===== src/core/pdc_pkg.sv =====
// Functional notes
// - DRAM access muxes twelve address pins
// - Four active-low row strobes, one per bank
// - Column strobes per byte lane, endian halves
// - Even write enable writes bank 0/2
// - Odd write enable writes bank 1/3
// - Early write: enable before column strobes
// - Read enables gate bank-pair transceivers on reads
// - Exchanger mode: even read enable is path enable
// - Exchanger mode: odd read enable selects pair
// - Bidirectional mode: enables on reads and writes
// - 16-bit bank uses endian data half
// - Latch enable starts; cycle may be delayed
// - Wait input during column strobe adds wait-states, only with burst acknowledge off
// - Count programmed wait-states, then acknowledge datum
// - Waits separate for read/write, single/burst
// - Generate read buffer enable and acknowledge timing
// - Periodic column-before-row refresh
// - Decode register, DRAM area, or neither
// - Store row, page-mode on same block
// - Per-bank density and port width
// - Per-pair interleave option
// - One row strobe open when not interleaved
// - 16-bit block read is eight page reads
// - Close row on refresh or page miss
package pdc_pkg;
  localparam int ADDR_W = 32;
  localparam int MUX_W = 12;
  localparam int NBANK = 4;
  localparam int WAIT_W = 4;
  localparam int REFRESH_W = 12;
  localparam logic [11:0] REFRESH_DEFAULT = 12'h186;
  localparam logic [3:0] PRECHARGE_CYCLES = 4'h2;
  localparam logic [3:0] RAS_TO_CAS_CYCLES = 4'h1;
  localparam logic [3:0] REFRESH_RAS_CYCLES = 4'h3;
  localparam logic [3:0] REG_REGION = 4'hF;
  localparam logic [1:0] DENS_1M = 2'h0;
  localparam logic [1:0] DENS_4M = 2'h1;
  localparam logic [1:0] DENS_16M = 2'h2;
  localparam logic XCVR_EXCHANGER = 1'h0;
  localparam logic XCVR_BIDIR = 1'h1;
  localparam logic [3:0] BEATS_W32_BURST = 4'h4;
  localparam logic [3:0] BEATS_W16_BURST = 4'h8;
  localparam logic [3:0] BEATS_W16_SINGLE = 4'h2;
  typedef enum logic [1:0] {PDC_HIT_NONE, PDC_HIT_REG, PDC_HIT_DRAM}
    pdc_hit_t;
endpackage


===== src/core/pdc_dram_ctrl.sv =====
`timescale 1ns/1ns
module pdc_dram_ctrl
  import pdc_pkg::*;
#(
  parameter int MW = MUX_W,
  parameter int WW = WAIT_W
)(
  input wire logic mclk,
  input wire logic arst_n,
  // Internal bus interface unit side
  input wire logic address_latch_enable,
  input wire logic [pdc_pkg::ADDR_W-1:0] bus_addr,
  input wire logic bus_write,
  input wire logic bus_burst,
  input wire logic [3:0] bus_byte_en,
  input wire logic external_wait,
  output pdc_pkg::pdc_hit_t access_class,
  output logic access_acknowledge_n,
  output logic read_buffer_enable_n,
  output logic busy,
  // Configuration
  input wire logic [3:0] dram_region,
  input wire logic [7:0] bank_density,
  input wire logic [3:0] bank_is_16bit,
  input wire logic [3:0] bank_base,
  input wire logic [1:0] pair_interleave,
  input wire logic xcvr_type,
  input wire logic big_endian,
  input wire logic burst_acknowledge_field,
  input wire logic [WW-1:0] wait_read_single,
  input wire logic [WW-1:0] wait_read_burst,
  input wire logic [WW-1:0] wait_write_single,
  input wire logic [WW-1:0] wait_write_burst,
  input wire logic [pdc_pkg::REFRESH_W-1:0] refresh_period,
  // DRAM pins
  output logic [MW-1:0] system_address_bus,
  output logic system_address_mux_active,
  output logic [3:0] row_strobe_n,
  output logic [3:0] column_strobe_n,
  output logic even_bank_write_enable_n,
  output logic odd_bank_write_enable_n,
  output logic even_bank_read_enable_n,
  output logic odd_bank_read_enable_n,
  output logic upper_half_active
);
  import pdc_pkg::*;

  typedef enum logic [3:0] {
    PDC_IDLE, PDC_PRECH, PDC_ROW, PDC_RCD, PDC_COL, PDC_NEXT,
    PDC_REF_CAS, PDC_REF_RAS, PDC_REF_END
  } pdc_state_t;

  pdc_state_t state;
  logic [ADDR_W-1:0] addr_q;
  logic write_q, burst_q;
  logic [3:0] be_q;
  logic [1:0] bank_q;
  logic [3:0] beats_left;
  logic [3:0] timer;
  logic [3:0] open_rows;
  logic [MW-1:0] open_page [NBANK];
  logic ws_start, ws_done;
  logic ref_req, ref_taken;
  logic [WW-1:0] ws_count;
  logic [1:0] sel_bank;
  logic page_hit;
  logic is_16;

  ////////////////////////////////////////////////////////////////////////
  // Decoding

  function automatic pdc_hit_t classify(input logic [ADDR_W-1:0] a,
                                        input logic [3:0] region);
    if (a[31:28] == REG_REGION)
      classify = PDC_HIT_REG;
    else if (a[31:28] == region)
      classify = PDC_HIT_DRAM;
    else
      classify = PDC_HIT_NONE;
  endfunction

  // Row bits depend on density and port width
  function automatic logic [MW-1:0] row_of(input logic [ADDR_W-1:0] a,
                                           input logic [1:0] dens,
                                           input logic w16,
                                           input logic ilv);
    logic [ADDR_W-1:0] s;
    s = w16 ? (a >> 1) : (ilv ? (a >> 3) : (a >> 2));
    case (dens)
      DENS_1M: row_of = {2'h0, s[19:10]};
      DENS_4M: row_of = {1'h0, s[21:11]};
      DENS_16M: row_of = s[23:12];
      default: row_of = {2'h0, s[19:10]};
    endcase
  endfunction

  function automatic logic [MW-1:0] col_of(input logic [ADDR_W-1:0] a,
                                           input logic [1:0] dens,
                                           input logic w16,
                                           input logic ilv);
    logic [ADDR_W-1:0] s;
    s = w16 ? (a >> 1) : (ilv ? (a >> 3) : (a >> 2));
    case (dens)
      DENS_1M: col_of = {2'h0, s[9:0]};
      DENS_4M: col_of = {1'h0, s[10:0]};
      DENS_16M: col_of = s[11:0];
      default: col_of = {2'h0, s[9:0]};
    endcase
  endfunction

  assign access_class = classify(bus_addr, dram_region);

  // Bank chosen from A27 (pair) and A26; interleaved pairs use A2 for even/odd
  always_comb
  begin
    sel_bank = bus_addr[27] ? 2'h2 : 2'h0;
    if (bus_addr[26] != bank_base[sel_bank])
      sel_bank = sel_bank;
    if (pair_interleave[sel_bank[1]])
      sel_bank[0] = bus_addr[2];
    else
      sel_bank[0] = bus_addr[26];
  end

  assign is_16 = bank_is_16bit[bank_q];
  assign page_hit = open_rows[bank_q] &&
    (open_page[bank_q] == row_of(addr_q, bank_density[2*bank_q +: 2],
                                 is_16, pair_interleave[bank_q[1]]));

  ////////////////////////////////////////////////////////////////////////
  // Wait-states and refresh

  always_comb
  begin
    case ({write_q, burst_q})
      2'b00: ws_count = wait_read_single;
      2'b01: ws_count = wait_read_burst;
      2'b10: ws_count = wait_write_single;
      default: ws_count = wait_write_burst;
    endcase
  end

  // External wait only honoured with burst acknowledge off
  pdc_wait_gen #(.W(WW)) u_wait (
    .mclk(mclk),
    .arst_n(arst_n),
    .start(ws_start),
    .count(ws_count),
    .hold(external_wait && !burst_acknowledge_field),
    .done(ws_done)
  );

  pdc_refresh_timer #(.W(REFRESH_W)) u_refresh (
    .mclk(mclk),
    .arst_n(arst_n),
    .period(refresh_period),
    .taken(ref_taken),
    .request(ref_req)
  );

  ////////////////////////////////////////////////////////////////////////
  // Control sequencer

  assign ref_taken = (state == PDC_IDLE) && ref_req;
  assign ws_start = (state == PDC_RCD && timer == '0) ||
                    (state == PDC_NEXT);
  assign busy = (state != PDC_IDLE);

  always_ff @(posedge mclk or negedge arst_n)
  begin
    if (!arst_n)
    begin
      state <= PDC_IDLE;
      addr_q <= '0;
      write_q <= 1'b0;
      burst_q <= 1'b0;
      be_q <= '0;
      bank_q <= '0;
      beats_left <= '0;
      timer <= '0;
      open_rows <= '0;
      row_strobe_n <= 4'hF;
      column_strobe_n <= 4'hF;
      access_acknowledge_n <= 1'b1;
      read_buffer_enable_n <= 1'b1;
      system_address_bus <= '0;
      system_address_mux_active <= 1'b0;
      upper_half_active <= 1'b0;
      for (int i = 0; i < NBANK; i++)
        open_page[i] <= '0;
    end
    else
    begin
      access_acknowledge_n <= 1'b1;
      read_buffer_enable_n <= 1'b1;
      if (timer != '0)
        timer <= timer - 1'b1;
      case (state)
        PDC_IDLE:
        begin
          column_strobe_n <= 4'hF;
          system_address_mux_active <= 1'b0;
          if (ref_req)
          begin
            row_strobe_n <= 4'hF;
            open_rows <= '0;
            timer <= PRECHARGE_CYCLES;
            state <= PDC_REF_CAS;
          end
          else if (address_latch_enable &&
                   classify(bus_addr, dram_region) == PDC_HIT_DRAM)
          begin
            addr_q <= bus_addr;
            write_q <= bus_write;
            burst_q <= bus_burst;
            be_q <= bus_byte_en;
            bank_q <= sel_bank;
            system_address_mux_active <= 1'b1;
            if (bank_is_16bit[sel_bank])
              beats_left <= bus_burst ? BEATS_W16_BURST : BEATS_W16_SINGLE;
            else
              beats_left <= bus_burst ? BEATS_W32_BURST : 4'h1;
            state <= PDC_PRECH;
          end
        end
        PDC_PRECH:
        begin
          if (page_hit)
          begin
            // Column address and write enable settle before the edge
            timer <= RAS_TO_CAS_CYCLES;
            state <= PDC_RCD;
          end
          else
          begin
            // Close every open row before opening another; an interleaved pair closes only this bank's row
            if (!pair_interleave[bank_q[1]])
            begin
              row_strobe_n <= 4'hF;
              open_rows <= '0;
            end
            else
            begin
              row_strobe_n[bank_q] <= 1'b1;
              open_rows[bank_q] <= 1'b0;
            end
            timer <= PRECHARGE_CYCLES;
            state <= PDC_ROW;
          end
        end
        PDC_ROW:
        begin
          system_address_bus <= row_of(addr_q, bank_density[2*bank_q +: 2],
                                       is_16, pair_interleave[bank_q[1]]);
          if (timer == '0)
          begin
            row_strobe_n[bank_q] <= 1'b0;
            open_rows[bank_q] <= 1'b1;
            open_page[bank_q] <= row_of(addr_q,
              bank_density[2*bank_q +: 2], is_16,
              pair_interleave[bank_q[1]]);
            timer <= RAS_TO_CAS_CYCLES;
            state <= PDC_RCD;
          end
        end
        PDC_RCD:
        begin
          system_address_bus <= col_of(addr_q, bank_density[2*bank_q +: 2],
                                       is_16, pair_interleave[bank_q[1]]);
          if (timer == '0)
          begin
            // Write enable already low here, ahead of the column edge
            if (is_16)
            begin
              upper_half_active <= big_endian;
              column_strobe_n <= big_endian ?
                {~(be_q[3] | be_q[2]), ~(be_q[3] | be_q[2]), 2'h3} :
                {2'h3, ~(be_q[1] | be_q[0]), ~(be_q[1] | be_q[0])};
            end
            else
            begin
              upper_half_active <= 1'b0;
              column_strobe_n <= ~be_q;
            end
            state <= PDC_COL;
          end
        end
        PDC_COL:
        begin
          read_buffer_enable_n <= write_q;
          if (ws_done)
          begin
            access_acknowledge_n <= 1'b0;
            column_strobe_n <= 4'hF;
            if (beats_left <= 4'h1)
              state <= PDC_IDLE;
            else
            begin
              beats_left <= beats_left - 1'b1;
              addr_q <= is_16 ? addr_q + 32'h2 : addr_q + 32'h4;
              state <= PDC_NEXT;
            end
          end
        end
        PDC_NEXT:
        begin
          // Page-mode beat: row stays open, new column only
          system_address_bus <= col_of(addr_q, bank_density[2*bank_q +: 2],
                                       is_16, pair_interleave[bank_q[1]]);
          column_strobe_n <= is_16 ?
            (big_endian ? 4'h3 : 4'hC) : 4'h0;
          state <= PDC_COL;
        end
        PDC_REF_CAS:
        begin
          if (timer == '0)
          begin
            column_strobe_n <= 4'h0;
            state <= PDC_REF_RAS;
          end
        end
        PDC_REF_RAS:
        begin
          row_strobe_n <= 4'h0;
          timer <= REFRESH_RAS_CYCLES;
          state <= PDC_REF_END;
        end
        PDC_REF_END:
        begin
          if (timer == '0)
          begin
            row_strobe_n <= 4'hF;
            column_strobe_n <= 4'hF;
            state <= PDC_IDLE;
          end
        end
        default: state <= PDC_IDLE;
      endcase
    end
  end

  ////////////////////////////////////////////////////////////////////////
  // Write and transceiver enables

  logic data_phase;
  assign data_phase = (state == PDC_RCD) || (state == PDC_COL) ||
                      (state == PDC_NEXT);

  always_ff @(posedge mclk or negedge arst_n)
  begin
    if (!arst_n)
    begin
      even_bank_write_enable_n <= 1'b1;
      odd_bank_write_enable_n <= 1'b1;
      even_bank_read_enable_n <= 1'b1;
      odd_bank_read_enable_n <= 1'b1;
    end
    else
    begin
      // Refresh never drives write enables
      even_bank_write_enable_n <= !(data_phase && write_q && !bank_q[0]);
      odd_bank_write_enable_n <= !(data_phase && write_q && bank_q[0]);
      if (xcvr_type == XCVR_EXCHANGER)
      begin
        even_bank_read_enable_n <= !(data_phase && !write_q);
        odd_bank_read_enable_n <= !(data_phase && !write_q && bank_q[0]);
      end
      else
      begin
        even_bank_read_enable_n <= !(data_phase && !bank_q[0]);
        odd_bank_read_enable_n <= !(data_phase && bank_q[0]);
      end
    end
  end
endmodule


===== src/core/pdc_wait_gen.sv =====
`timescale 1ns/1ns
module pdc_wait_gen
  import pdc_pkg::*;
#(
  parameter int W = WAIT_W
)(
  input wire logic mclk,
  input wire logic arst_n,
  input wire logic start,
  input wire logic [W-1:0] count,
  input wire logic hold,
  output logic done
);
  logic [W-1:0] left;
  logic busy;

  always_ff @(posedge mclk or negedge arst_n)
  begin
    if (!arst_n)
    begin
      left <= '0;
      busy <= 1'b0;
    end
    else if (start)
    begin
      left <= count;
      busy <= 1'b1;
    end
    else if (busy && !hold)
    begin
      if (left == '0)
        busy <= 1'b0;
      else
        left <= left - 1'b1;
    end
  end

  assign done = busy && !hold && (left == '0);
endmodule


===== src/core/pdc_refresh_timer.sv =====
`timescale 1ns/1ns
module pdc_refresh_timer
  import pdc_pkg::*;
#(
  parameter int W = REFRESH_W
)(
  input wire logic mclk,
  input wire logic arst_n,
  input wire logic [W-1:0] period,
  input wire logic taken,
  output logic request
);
  logic [W-1:0] tick;

  // Request stays pending until serviced, so none is lost
  always_ff @(posedge mclk or negedge arst_n)
  begin
    if (!arst_n)
    begin
      tick <= '0;
      request <= 1'b0;
    end
    else
    begin
      if (tick >= period)
        tick <= '0;
      else
        tick <= tick + 1'b1;
      if (tick >= period && period != '0)
        request <= 1'b1;
      else if (taken)
        request <= 1'b0;
    end
  end
endmodule


===== config.mk =====
export PLATFORM = sky130hd
export DESIGN_NAME = pdc_dram_ctrl
export DESIGN_NICKNAME = d
export VERILOG_FILES = /design/src/core/pdc_pkg.sv /design/src/core/pdc_dram_ctrl.sv /design/src/core/pdc_wait_gen.sv /design/src/core/pdc_refresh_timer.sv
export SDC_FILE = /design/constraint.sdc
export NUM_CORES = 1
export LEC_CHECK = 0
export ABC_AREA = 1
export BUFFER_PORTS_ARGS = -buffer_cell sky130_fd_sc_hd__buf_2
export CORE_MARGIN = 8
export CORE_UTILIZATION = 53
export DETAILED_ROUTE_END_ITERATION = 6
export GPL_ROUTABILITY_DRIVEN = 0
export PLACE_DENSITY = 0.75
export SKIP_CTS_REPAIR_TIMING = 1
export SYNTH_ARGS = -nofsm -noshare
export SYNTH_HDL_FRONTEND = slang
export SYNTH_HIERARCHICAL = 1
export SYNTH_SLANG_ARGS = --single-unit

===== constraint.sdc =====
create_clock -name mclk -period 3.5 [get_ports mclk]
set_input_delay 0.7 -clock mclk [delete_from_list [all_inputs] [get_ports mclk]]
set_output_delay 0.7 -clock mclk [all_outputs]
set_load 0.005 [all_outputs]

==> impl_metrics.env <==
export IMPL_cp_start_kind="flop"
export IMPL_cts_root_buf="clkbuf_16"
export IMPL_fin_crit_ps=3190
export IMPL_r2r_start="bank_q[0]"
export IMPL_fp_row_count=48
export IMPL_finalInstanceArea_um2=11000
export IMPL_path_clk_slew_ps=60
export IMPL_grt_pass1_vias=8945
export IMPL_r2r_end="row_strobe_n[3]"
export IMPL_skew_ps=8.75
export IMPL_status="finished, violations left"
export IMPL_drv_slew=0
export IMPL_async_flop_share=1.00
export IMPL_cts_sinks=144
export IMPL_vdd_drop_max_mv=0.534
export IMPL_ys_types=50
export IMPL_io_pins=126
export IMPL_ys_flop_type="dfrtp_1"
export IMPL_nFillCells=1572
export IMPL_tritoncts="yes"
export IMPL_dp_hpwl_um=19400
export IMPL_tightest_slew_ps=903
export IMPL_max_slew_margin=0.396
export IMPL_cellPowerDensity_nw_per_um2=1040
export IMPL_num_vias=9350
export IMPL_io_buffers=120
export IMPL_regArea_um2=3620
export IMPL_required_ps=3860
export IMPL_end_kind="flop"
export IMPL_gr_usage_all_layers=0.242
export IMPL_critical_path_class="flop to flop"
export IMPL_synth_edff_count=0
export IMPL_power_leakage_nw=5.59
export IMPL_clock_tree_htree_level_count=4
export IMPL_synth_area_um2=9420
export IMPL_path_cells="inv_6 > nor2_2 > a22oi_1 > inv_1 > a221oi_1 > buf_4 > inv_1 > ha_1 > nor2_1 > buf_4 > nand3_1 > nand4_1 > nand2_1 > nor2_1 > nand2_1 > nor2_2 > nand3_2 > buf_4 > nand3_1 > nand2_1"
export IMPL_start_util=0.543
export IMPL_hold_class="primary input to async pin"
export IMPL_setup_violations_final=0
export IMPL_ys_seq_elements=144
export IMPL_syn_nets=1440
export IMPL_synthCells=1323
export IMPL_numCtsBuffers=17
export IMPL_crit_path_top_delay_cell="dfrtp_2"
export IMPL_first_iter_violations=776
export IMPL_critPathMaxFanout=8
export IMPL_antenna_found_initial=0
export IMPL_drt_wl_total_um=26200
export IMPL_yosys_warnings=6
export IMPL_drtAntennaViolNets=0
export IMPL_core_area_um2=17400
export IMPL_worst_ep_arrival_time_ps=3540
export IMPL_grt_pass1_wl_um=43300
export IMPL_drc=1
export IMPL_multiInputGateArea_um2=4940
export IMPL_rsz0062_at_grt="no"
export IMPL_finalCritPeriodShare=0.911
export IMPL_violations="design-rule violations"
export IMPL_drive_above_1_share=0.176
export IMPL_die_x_um=149
export IMPL_grt_max_degree=96
export IMPL_synthToLayoutAreaGrowth_pct=16.9
export IMPL_dieArea_um2=22300
export IMPL_postPlaceCellArea_um2=10300
export IMPL_first_pass_iters=7
export IMPL_antenna_cells=0
export IMPL_clock_latency_ps=430
export IMPL_avgSynthCellArea_um2=7.12
export IMPL_r2r_setup_slack_ps=310
export IMPL_max_cap_violations=0
export IMPL_fin_tns_setup_ps=0
export IMPL_reg2regPathDepth=20
export IMPL_ys_seq_area_frac=0.384
export IMPL_fp_dieH_um=149
export IMPL_layout_commonest_cell="nand2_1"
export IMPL_wl_per_cell_um=15.6
export IMPL_cp_num_buf_inv=6
export IMPL_grt_overflow=0
export IMPL_crit_family="simple AND/OR/NAND/NOR gates"
export IMPL_crit_path_max_incr_delay_ps=480
export IMPL_fmax_ghz=0.314
export IMPL_cts_path_max_buffers=2
export IMPL_final_hold_viol_count=0
export IMPL_final_nets=1563
export IMPL_vias_per_cell=5.55
export IMPL_final_cell_mix="nand2_1 (368), inv_1 (153), dfrtp_1 (129)"
[synth_stat cells (2+ instances only)]
| library cell | instances | area, um2 |
|---|---|---|
| nand2_1 | 368 | 1380 |
| inv_1 | 153 | 574 |
| dfrtp_1 | 130 | 3250 |
| nor2_1 | 115 | 432 |
| o21ai_0 | 115 | 576 |
| nand3_1 | 102 | 510 |
| a21oi_1 | 31 | 155 |
| clkbuf_1 | 28 | 105 |
| nor3_1 | 28 | 140 |
| ha_1 | 22 | 275 |
| xor2_1 | 22 | 193 |
| nand2_2 | 19 | 119 |
| nand4_1 | 19 | 119 |
| o22ai_1 | 15 | 93.8 |
| dfstp_2 | 14 | 368 |
| a221oi_1 | 12 | 105 |
| o211ai_1 | 12 | 90.1 |
| nor2_2 | 11 | 68.8 |
| o21ai_1 | 11 | 55.1 |
| a22oi_1 | 10 | 75.1 |
| a31oi_1 | 8 | 50.1 |
| buf_6 | 8 | 90.1 |
| nand3_2 | 8 | 80.1 |
| buf_2 | 6 | 30.0 |
| inv_2 | 6 | 22.5 |
| nand2_4 | 6 | 67.6 |
| o31ai_1 | 6 | 45.0 |
| a22o_1 | 4 | 35.0 |
| nor3_2 | 3 | 30.0 |
| o21a_1 | 3 | 22.5 |
| xnor2_1 | 3 | 26.3 |
| a2111oi_0 | 2 | 17.5 |
| a21oi_2 | 2 | 17.5 |
| a2bb2oi_1 | 2 | 17.5 |
| buf_4 | 2 | 15.0 |
| nor4_1 | 2 | 12.5 |
| o21bai_1 | 2 | 15.0 |
[through the flow]
step,worst slack [ps],cells,hold slack (ps),power [mW],util
2_1_floorplan,225,1323,404,7.31,-
3_3_place_gp,129,1652,459,8.97,0.593
3_5_place_dp,120,1652,472,9.11,0.593
4_1_cts,226,1684,389,11.4,0.634
5_1_grt,35.2,1684,398,12.4,0.635
6_report,311,1684,336,11.5,0.635
[state kept, by name, indices dropped and copies added (netlist names), 2 cells and up]
signal and flops:
timer 4, state 4, u_refresh/tick 12, row_strobe_n 4, u_wait/left 4, beats_left 4, bank_q 2, open_rows 4
column_strobe_n 4, open_page 48, addr_q 26, be_q 4, system_address_bus 12
[cell type report]
cell class / instances / share of cell area
well taps: 225 / 0.0256
multi-input cells: 973 / 0.448
repair buffers: 149 / 0.0760
flip-flops and latches: 144 / 0.329
clock inverters: 13 / 0.0254
clock buffers: 19 / 0.0402
inverters: 161 / 0.0556
[worst max path at each step]
stage	startpoint	endpoint	slack [ps]	cells past startpoint
detailed placement	bank_density[1]	row_strobe_n[3]	120	18
floorplan	bank_q[0]	open_rows[0]	220	19
CTS	bank_q[0]	row_strobe_n[3]	230	19
global route	bank_q[0]	row_strobe_n[3]	40	19
global placement	bank_density[1]	state[0]	130	19
finish	bank_q[0]	row_strobe_n[3]	310	20
[layer usage]
metal,wire length [um],GRT usage,vias up
met2,12300,0.391,354
met4,761,0.0888,0
met3,2070,0.0576,54
li1,-,-,4602
met1,11200,0.309,4340
met5,0,0,-
[kinds of logic after synthesis]
family,count (synthesis),synth area share
AND/OR/NAND/NOR,687,0.320
AO/OA/AOI/OAI,239,0.151
flip-flops,144,0.384
XOR/XNOR,25,0.0232
adder cells (fa/ha/maj),22,0.0292
buffers and inverters,206,0.0920
[where the power goes]
part           switching [mW]  internal (mW)
sequential              0.635           2.42
clock                   0.736           1.50
combinational            4.04           2.14
total                    5.41           6.07
Note: power is estimated with default switching activity, not from simulation.
